**config.mk**
```make
export PLATFORM = sky130hd
export DESIGN_NAME = pdr_ctrl
export DESIGN_NICKNAME = d
export VERILOG_FILES = /design/src/pdr_pkg.sv /design/src/pdr_ctrl.sv
export VERILOG_INCLUDE_DIRS = /design/src
export SDC_FILE = /design/constraint.sdc
export NUM_CORES = 1
export LEC_CHECK = 0
export BUFFER_PORTS_ARGS = -buffer_cell sky130_fd_sc_hd__buf_4
export CAP_MARGIN = 10
export CORE_ASPECT_RATIO = 1.25
export CORE_MARGIN = 3
export CORE_UTILIZATION = 62
export DETAILED_ROUTE_END_ITERATION = 16
export PLACE_DENSITY = 0.94
export SLEW_MARGIN = 20
export SYNTH_ARGS = -nofsm -noshare
export SYNTH_HDL_FRONTEND = slang
export SYNTH_SLANG_ARGS = --single-unit
```
**constraint.sdc**
```tcl
create_clock -name i_mclk -period 6.44 [get_ports i_mclk]
set_input_delay 1.288 -clock i_mclk [delete_from_list [all_inputs] [get_ports i_mclk]]
set_output_delay 1.288 -clock i_mclk [all_outputs]
set_load 0.01 [all_outputs]
```
**src/pdr_cfg.svh**
```systemverilog
// Timing counts and reset values for the power-down and reset control block
`ifndef PDR_CFG_SVH
`define PDR_CFG_SVH
`define PDR_CLK_PERIOD_NS 8
`define PDR_SHORT_NS 60
`define PDR_LONG_NS 90
`define PDR_IFACE_UP_US 500
`define PDR_REF_UP_US 5500
// Least times round up to whole clock cycles
`define PDR_SHORT_CYC ((`PDR_SHORT_NS + `PDR_CLK_PERIOD_NS - 1) / `PDR_CLK_PERIOD_NS)
`define PDR_LONG_CYC ((`PDR_LONG_NS + `PDR_CLK_PERIOD_NS - 1) / `PDR_CLK_PERIOD_NS)
`define PDR_IFACE_UP_CYC ((`PDR_IFACE_UP_US * 1000 + `PDR_CLK_PERIOD_NS - 1) / `PDR_CLK_PERIOD_NS)
`define PDR_REF_UP_CYC ((`PDR_REF_UP_US * 1000 + `PDR_CLK_PERIOD_NS - 1) / `PDR_CLK_PERIOD_NS)
`define PDR_CFG_RESET 16'h0000
`define PDR_CNT_W 20
`endif

```
**src/pdr_pkg.sv**
```systemverilog
// Types shared by the power-down and reset control block
package pdr_pkg;
   typedef enum logic [2:0] {
      PDR_ST_NORMAL = 3'b001,
      PDR_ST_LOW = 3'b010,
      PDR_ST_DOWN = 3'b100
   } pdr_state_e;
   // Outgoing status toward the converter core
   typedef struct packed {
      logic powered_down;
      logic reset_pulse;
      logic avg_clear;
      logic iface_ready;
      logic ref_ready;
   } pdr_status_s;
endpackage

```
**src/pdr_ctrl.sv**
```systemverilog
// Power-down and reset control classified by the low time of one pin
// What this block does
// - Power-down switches off everything, restores configuration
// - Power-down clears and disables temperature averaging
// - Low for 90 ns or more powers down
// - Pin passes two synchroniser flops before use, so lows under one clock may be missed
// - Digital inputs ignored while powered down
// - Pin high again wakes up in defaults
// - Low under 60 ns resets without power-down
// - Short reset restores configuration, clears averaging
// - After reset pulse the device is normal
// - Pulses 60 to 90 ns reset, may power down
// - Power-on reset clears configuration to zeros
// - Serial interface works 500 us after power-up
// - Averaging enable input, taken with each accepted write, steers averaging
`include "pdr_cfg.svh"
module pdr_ctrl (
   // Clock and power-on reset
   input wire logic i_mclk,
   input wire logic i_rst,
   // Dual-function control pin, active low
   input wire logic i_powerdown_reset_pin_n,
   // Digital inputs from the serial interface
   input wire logic [15:0] i_cfg_wdata,
   input wire logic i_cfg_we,
   input wire logic i_avg_enable,
   // Outputs to the converter core
   output pdr_pkg::pdr_status_s o_status,
   output logic [15:0] o_cfg,
   output logic o_avg_active
);
   import pdr_pkg::*;

   localparam logic [`PDR_CNT_W-1:0] LONG_CYC = `PDR_CNT_W'(`PDR_LONG_CYC);
   localparam logic [`PDR_CNT_W-1:0] IFACE_CYC = `PDR_CNT_W'(`PDR_IFACE_UP_CYC);
   localparam logic [`PDR_CNT_W-1:0] REF_CYC = `PDR_CNT_W'(`PDR_REF_UP_CYC);

   // ****************************************
   // Pin synchroniser
   // ****************************************
   // Lows shorter than one clock may slip between samples; the host never sends them
   logic pin_meta_reg, pin_sync_reg;
   // The pin has no relation to our clock, so two flops precede any use
   always_ff @(posedge i_mclk or posedge i_rst) begin
      if (i_rst) begin
         pin_meta_reg <= 1'b1;
         pin_sync_reg <= 1'b1;
      end else begin
         pin_meta_reg <= i_powerdown_reset_pin_n;
         pin_sync_reg <= pin_meta_reg;
      end
   end

   // ****************************************
   // Low-time classifier
   // ****************************************
   pdr_state_e state_reg, state_next;
   logic [`PDR_CNT_W-1:0] low_cnt_reg, low_cnt_next;
   logic [`PDR_CNT_W-1:0] up_cnt_reg, up_cnt_next;
   logic rst_pulse_next, rst_pulse_reg;
   logic iface_next, iface_reg, ref_next, ref_reg;

   // Counter restarts on each falling edge and runs while the pin stays low, stopping at the long mark
   always_comb begin
      state_next = state_reg;
      low_cnt_next = low_cnt_reg;
      up_cnt_next = up_cnt_reg;
      rst_pulse_next = 1'b0;
      if (up_cnt_reg != REF_CYC) begin
         up_cnt_next = up_cnt_reg + `PDR_CNT_W'(1);
      end
      unique case (state_reg)
         PDR_ST_NORMAL: begin
            if (!pin_sync_reg) begin
               state_next = PDR_ST_LOW;
               low_cnt_next = `PDR_CNT_W'(1);
               rst_pulse_next = 1'b1;
            end
         end
         PDR_ST_LOW: begin
            if (pin_sync_reg) begin
               state_next = PDR_ST_NORMAL;
            end else if (low_cnt_reg >= LONG_CYC - `PDR_CNT_W'(1)) begin
               // Twelve samples is 96 ns, the first whole cycle count past 90 ns
               // Middle band resolves to power-down only once the long mark passes
               state_next = PDR_ST_DOWN;
            end else begin
               low_cnt_next = low_cnt_reg + `PDR_CNT_W'(1);
            end
         end
         PDR_ST_DOWN: begin
            up_cnt_next = '0;
            if (pin_sync_reg) begin
               state_next = PDR_ST_NORMAL;
            end
         end
      endcase
      // Ready flags follow the next count, so they line up with the counter itself
      iface_next = (up_cnt_next >= IFACE_CYC);
      ref_next = (up_cnt_next == REF_CYC);
   end

   // Register the classifier state and the start-up flags
   always_ff @(posedge i_mclk or posedge i_rst) begin
      if (i_rst) begin
         state_reg <= PDR_ST_NORMAL;
         low_cnt_reg <= '0;
         up_cnt_reg <= '0;
         rst_pulse_reg <= 1'b0;
         iface_reg <= 1'b0;
         ref_reg <= 1'b0;
      end else begin
         state_reg <= state_next;
         low_cnt_reg <= low_cnt_next;
         up_cnt_reg <= up_cnt_next;
         rst_pulse_reg <= rst_pulse_next;
         iface_reg <= iface_next;
         ref_reg <= ref_next;
      end
   end

   // ****************************************
   // Configuration and averaging state
   // ****************************************
   logic [15:0] cfg_reg, cfg_next;
   logic avg_reg, avg_next;
   logic held;
   assign held = (state_reg != PDR_ST_NORMAL);

   // Writes only land when awake and the interface has had its start-up time
   always_comb begin
      cfg_next = cfg_reg;
      avg_next = avg_reg;
      if (held) begin
         cfg_next = `PDR_CFG_RESET;
         avg_next = 1'b0;
      end else if (i_cfg_we && iface_reg) begin
         cfg_next = i_cfg_wdata;
         avg_next = i_avg_enable;
      end
   end

   // Register configuration and averaging enable
   always_ff @(posedge i_mclk or posedge i_rst) begin
      if (i_rst) begin
         cfg_reg <= `PDR_CFG_RESET;
         avg_reg <= 1'b0;
      end else begin
         cfg_reg <= cfg_next;
         avg_reg <= avg_next;
      end
   end

   // ****************************************
   // Outputs
   // ****************************************
   // Status levels are flops or decodes of one-hot state flops, so they stay glitch-free
   assign o_cfg = cfg_reg;
   assign o_avg_active = avg_reg;
   assign o_status.powered_down = (state_reg == PDR_ST_DOWN);
   assign o_status.reset_pulse = rst_pulse_reg;
   assign o_status.avg_clear = held;
   assign o_status.iface_ready = iface_reg;
   assign o_status.ref_ready = ref_reg;

   // ****************************************
   // Assertions
   // ****************************************
   // Power-down leaves nothing of the old configuration behind
   a_down_cfg_zero: assert property (@(posedge i_mclk) disable iff (i_rst)
      state_reg == PDR_ST_DOWN |=> cfg_reg == `PDR_CFG_RESET)
      else $error("config not cleared in power-down");
   // Averaging stays off while down
   a_down_avg_off: assert property (@(posedge i_mclk) disable iff (i_rst)
      state_reg == PDR_ST_DOWN |=> !avg_reg)
      else $error("averaging active in power-down");
   // Twelve low samples in a row (8 plus 3 after the first) must end in power-down
   a_long_low_down: assert property (@(posedge i_mclk) disable iff (i_rst)
      $fell(pin_sync_reg) && state_reg == PDR_ST_NORMAL ##1 !pin_sync_reg [*8]
      ##1 !pin_sync_reg [*3]
      |=> state_reg == PDR_ST_DOWN)
      else $error("long low pulse did not power down");
   // A one-sample low never reaches power-down
   a_short_no_down: assert property (@(posedge i_mclk) disable iff (i_rst)
      state_reg == PDR_ST_NORMAL ##1 !pin_sync_reg ##1 pin_sync_reg
      |-> state_reg != PDR_ST_DOWN ##1 state_reg == PDR_ST_NORMAL)
      else $error("short pulse misclassified");
   // Writes while held leave the defaults in place
   a_write_ignored: assert property (@(posedge i_mclk) disable iff (i_rst)
      held && i_cfg_we |=> cfg_reg == `PDR_CFG_RESET)
      else $error("write accepted while held");
   // Wake-up comes back in defaults with the interface timer restarted
   a_wake_default: assert property (@(posedge i_mclk) disable iff (i_rst)
      state_reg == PDR_ST_DOWN && pin_sync_reg |=> state_reg == PDR_ST_NORMAL
      && cfg_reg == `PDR_CFG_RESET && !o_status.iface_ready)
      else $error("wake-up not in defaults");
   // Every fresh low gives one reset pulse and then averaging off
   a_reset_pulse: assert property (@(posedge i_mclk) disable iff (i_rst)
      state_reg == PDR_ST_NORMAL && !pin_sync_reg |=> o_status.reset_pulse
      ##1 !avg_reg)
      else $error("reset pulse missing");
   // Early writes are dropped
   a_iface_gate: assert property (@(posedge i_mclk) disable iff (i_rst)
      !o_status.iface_ready && i_cfg_we && !held |=> $stable(cfg_reg))
      else $error("write before interface ready");
   // The end of a reset pulse returns to normal mode
   a_low_ends_normal: assert property (@(posedge i_mclk) disable iff (i_rst)
      state_reg == PDR_ST_LOW && pin_sync_reg |=> state_reg == PDR_ST_NORMAL)
      else $error("reset pulse did not end in normal mode");
   // Below the long mark a held low keeps measuring instead of powering down
   a_mid_band_waits: assert property (@(posedge i_mclk) disable iff (i_rst)
      state_reg == PDR_ST_LOW && !pin_sync_reg && low_cnt_reg < LONG_CYC - `PDR_CNT_W'(1)
      |=> state_reg == PDR_ST_LOW)
      else $error("low time decided too early");
   // Power-down restarts both start-up timers
   a_wake_restart: assert property (@(posedge i_mclk) disable iff (i_rst)
      state_reg == PDR_ST_DOWN |=> !o_status.iface_ready && !o_status.ref_ready)
      else $error("start-up timers not restarted");
   // A falling pin is acted on whatever else is going on
   a_start_low: assert property (@(posedge i_mclk) disable iff (i_rst)
      $fell(pin_sync_reg) && state_reg == PDR_ST_NORMAL |=> state_reg == PDR_ST_LOW)
      else $error("falling pin not acted on");
endmodule

```
==> flow_results.org <==
** Clocking
- The tree is rooted in a sky130_fd_sc_hd__clkbuf_8.
- The clock passes through at most 2 buffers.
- The clock tree synthesis step divided the H-tree into 3 levels.
- Clock transition at the register clock pins on the worst setup and hold paths after CTS :: 0.07 ns
- Clock sinks :: 65
- Once the clock tree was built, the resizer swapped 0 gates to a different size.
- The clock reaches the later pin of the worst-skew pair after 0.35 ns.
- TritonCTS built the clock tree.
- Post-CTS setup buffer count :: 0
- Number of buffers created by CTS :: 9
- In this run, post-CTS hold repair placed 0 buffers.

** STA
- Count of final hold-check violations :: 0
- Period utilisation layout :: 52.5%
- The number of max-slew violations in the final report was 0.
- Transition at the pin with the smallest max-transition slack :: 0.775 ns
- Setup repair after global routing left no endpoint under its margin.
- The worst path in the final design needs a cycle of 3.38 ns, including I/O delays and setup.
- Summed over all failing endpoints, the final setup total negative slack is 0 ns.
- The worst pin sits at a relative slew slack of 48.2%.
- Highest Clock Rate :: 296 MHz
- Clock skew on the completed layout was measured at 0.00900 ns.
- Hold Worst Slack :: 0.358 ns
- Final setup violation count :: 0

** Detailed routing
- For this block, the initial DRC count from the detailed router was 225.
- After detailed routing, the average wire length per cell comes to 17.6 microns.
- Detailed routing inserted a total of 2792 vias.
- The first detailed-routing pass took 5 iterations.
- Post-DR vias/cell :: 6.37
- For this run, design rule violations remaining after detail routing come to 0.
- Count of antenna-violating nets left after detailed routing :: 0
- Total wire length :: 7.71 mm

** Yosys
- For this run, asynchronously set or reset flops after synthesis account for 100%.
- Post-synthesis instance area :: 3210 sq um
- Most numerous cell in the Yosys netlist :: sky130_fd_sc_hd__dfrtp_1
- Register area share after synthesis :: 50.8%
- After synthesis, the mean cell area works out to 9.46 sq um.
- Cell count after synthesis :: 339
- When the netlist entered floorplanning its net count stood at 363.
- Most common library cells after synthesis :: sky130_fd_sc_hd__dfrtp_1 (62), sky130_fd_sc_hd__nand2_1 (52), sky130_fd_sc_hd__nor2_1 (35)
- The number of different library cells used by synthesis comes to 50.
- Number of warnings issued by yosys :: 0
- Main synth FF type :: sky130_fd_sc_hd__dfrtp_1
- Counting flops with a built-in enable in the synthesized netlist gives 0.
- Top cell type's share of synthesized area :: 48.4%
- Number of synthesized register bits :: 65
- By area the synthesized netlist is led by sky130_fd_sc_hd__dfrtp_1 (48%), sky130_fd_sc_hd__nand2_1 (6.1%), sky130_fd_sc_hd__nor2_1 (4.1%).
- Cell type with the largest total area after synthesis :: sky130_fd_sc_hd__dfrtp_1

** Pwr
- Overall power after layout :: 1.12 mW
- For this design the static power due to leakage is 1.65 nW.
- IR analysis of the VDD net gives a maximum drop of 0.215 mV.
- Total power density per cell area :: 301 nW/um^2

** Worst setup path
- WP data required :: 5.15 ns
- Worst endpoint data arrival time :: 2.09 ns
- The worst setup path is captured at an output port.
- Type of the worst setup path :: flop to output port
- Along the worst path, the maximum fanout reaches 23.
- Kind of start point of the critical path :: flop

** Place
- Weighted congestion reported at the end of routability-driven placement :: 0.869
- Including well taps, the total number of placed cells is 422.
- HPWL reported at the end of detailed placement :: 5.08 mm
- Port Buffer Count :: 42

** GRT
- Overall Global Routing Usage :: 27.0%
- Pin count of the biggest net entering global routing :: 66
- First-pass GRT wire length :: 12.9 mm
- The total overflow left after global routing is 0.
- Via count of the first global-routing pass :: 2723
- The initial antenna violation count is 0.

** Final layout
- Flip-flop and latch area :: 1630 sq um
- Area growth from synthesis to final layout :: 15.9%
- In the final design database the tool counted 397 nets.
- Final cell utilization of the core :: 76.3%
- Summing all multi-input logic gate instances after layout gives 1440 sq um.
- Diodes inserted :: 0
- The post-route netlist has 20.1% of its cells at a drive strength greater than 1.
- Finished Layout Cells :: 438
- The layout has 307 filler cells.

** Worst hold path
- The path class of the tightest hold or removal check is flop to flop.

** Job
- Max capacitance violation total :: 0

** Status
- Run status :: finished clean

** Die
- The die is 86.4 microns tall.
- The die covers 6080 sq um.
- Effective utilization at floorplan :: 65.9%
- Area of the core :: 4870 sq um
- Top-level port count :: 43
- Measured along the x axis, the die boundary spans 70.3 microns.
- Standard-cell rows :: 28
-- through the flow --
| step | cell area, sq um | setup slack [ns] |
|---|---|---|
| 6_report | 3720 | 3.06 |
| 5_1_grt | 3720 | 2.97 |
| 4_1_cts | 3710 | 3.08 |
| 3_5_place_dp | 3510 | 3.47 |
| 3_3_place_gp | 3510 | 3.50 |
| 2_1_floorplan | 3210 | 3.53 |
-- report_power, final --
part / total [mW] / leakage, nW / internal, mW / switching, mW
clock: 0.351 / 0.107 / 0.190 / 0.160
sequential: 0.517 / 0.878 / 0.449 / 0.0679
combinational: 0.251 / 0.667 / 0.0933 / 0.157
total: 1.12 / 1.65 / 0.732 / 0.386
-- cells in the final DEF (no fill, tap or decap), types with 3 or more instances in the layout --
master,count
sky130_fd_sc_hd__nor4_2,3
sky130_fd_sc_hd__a21oi_1,22
sky130_fd_sc_hd__dfrtp_1,62
sky130_fd_sc_hd__nor3_1,9
sky130_fd_sc_hd__dfstp_2,3
sky130_fd_sc_hd__ha_1,3
sky130_fd_sc_hd__and4_1,3
sky130_fd_sc_hd__xnor2_1,8
sky130_fd_sc_hd__and3_1,4
sky130_fd_sc_hd__nor4_1,11
sky130_fd_sc_hd__a31oi_1,8
sky130_fd_sc_hd__xor2_1,8
sky130_fd_sc_hd__o21ai_0,11
sky130_fd_sc_hd__nand2_1,52
sky130_fd_sc_hd__inv_1,8
sky130_fd_sc_hd__buf_4,44
sky130_fd_sc_hd__nor2b_1,9
sky130_fd_sc_hd__nand3_1,9
sky130_fd_sc_hd__nor2_1,34
sky130_fd_sc_hd__nand4_1,10
sky130_fd_sc_hd__clkbuf_8,10
sky130_fd_sc_hd__or3_1,3
-- worst max-delay path: stages (launching register included) --
cell and delay, ns:
sky130_fd_sc_hd__dfrtp_1 0.42, sky130_fd_sc_hd__or3b_2 0.51, sky130_fd_sc_hd__inv_1 0.57, sky130_fd_sc_hd__buf_4 0.24
-- final timing paths --
path                                from            end  slack (ns)  cells after the start
setup / recovery            state_reg[1]    o_status[4]        3.06                      3
hold / removal              pin_meta_reg   pin_sync_reg        0.36                      0
setup reg to reg           up_cnt_reg[2]        ref_reg        3.57                      6
hold reg to reg             pin_meta_reg   pin_sync_reg        0.36                      0
max in group asynchronous          i_rst  up_cnt_reg[5]        4.78                      3
min in group asynchronous          i_rst  up_cnt_reg[9]        1.17                      3
-- routing by layer --
layer	routed length [microns]	global-route usage, %
met5	0	0
met2	3890	45.0
met3	512	5.57
met4	194	12.7
met1	3120	34.0
-- cell families (layout without fill, tap and decap cells) --
family                   Yosys count  after routing  share of synthesized area [%]
buffers and inverters             30             69                           4.25
AO/OA/AOI/OAI                     56             56                           10.5
XOR/XNOR                          16             16                           4.37
adder cells (fa/ha/maj)            3              3                           1.17
multiplexers                       3              3                          0.975
AND/OR/NAND/NOR                  166            166                           27.9
flip-flops                        65             65                           50.8
-- area by class of cell --
type | count | area share (%)
flip-flops and latches | 65 | 43.9
multi-input cells | 244 | 38.8
repair buffers | 44 | 8.89
clock buffers | 10 | 3.70
well taps | 60 | 2.02
clock inverters | 6 | 1.78
inverters | 9 | 0.909
Note: power is estimated with default switching activity, not from simulation.
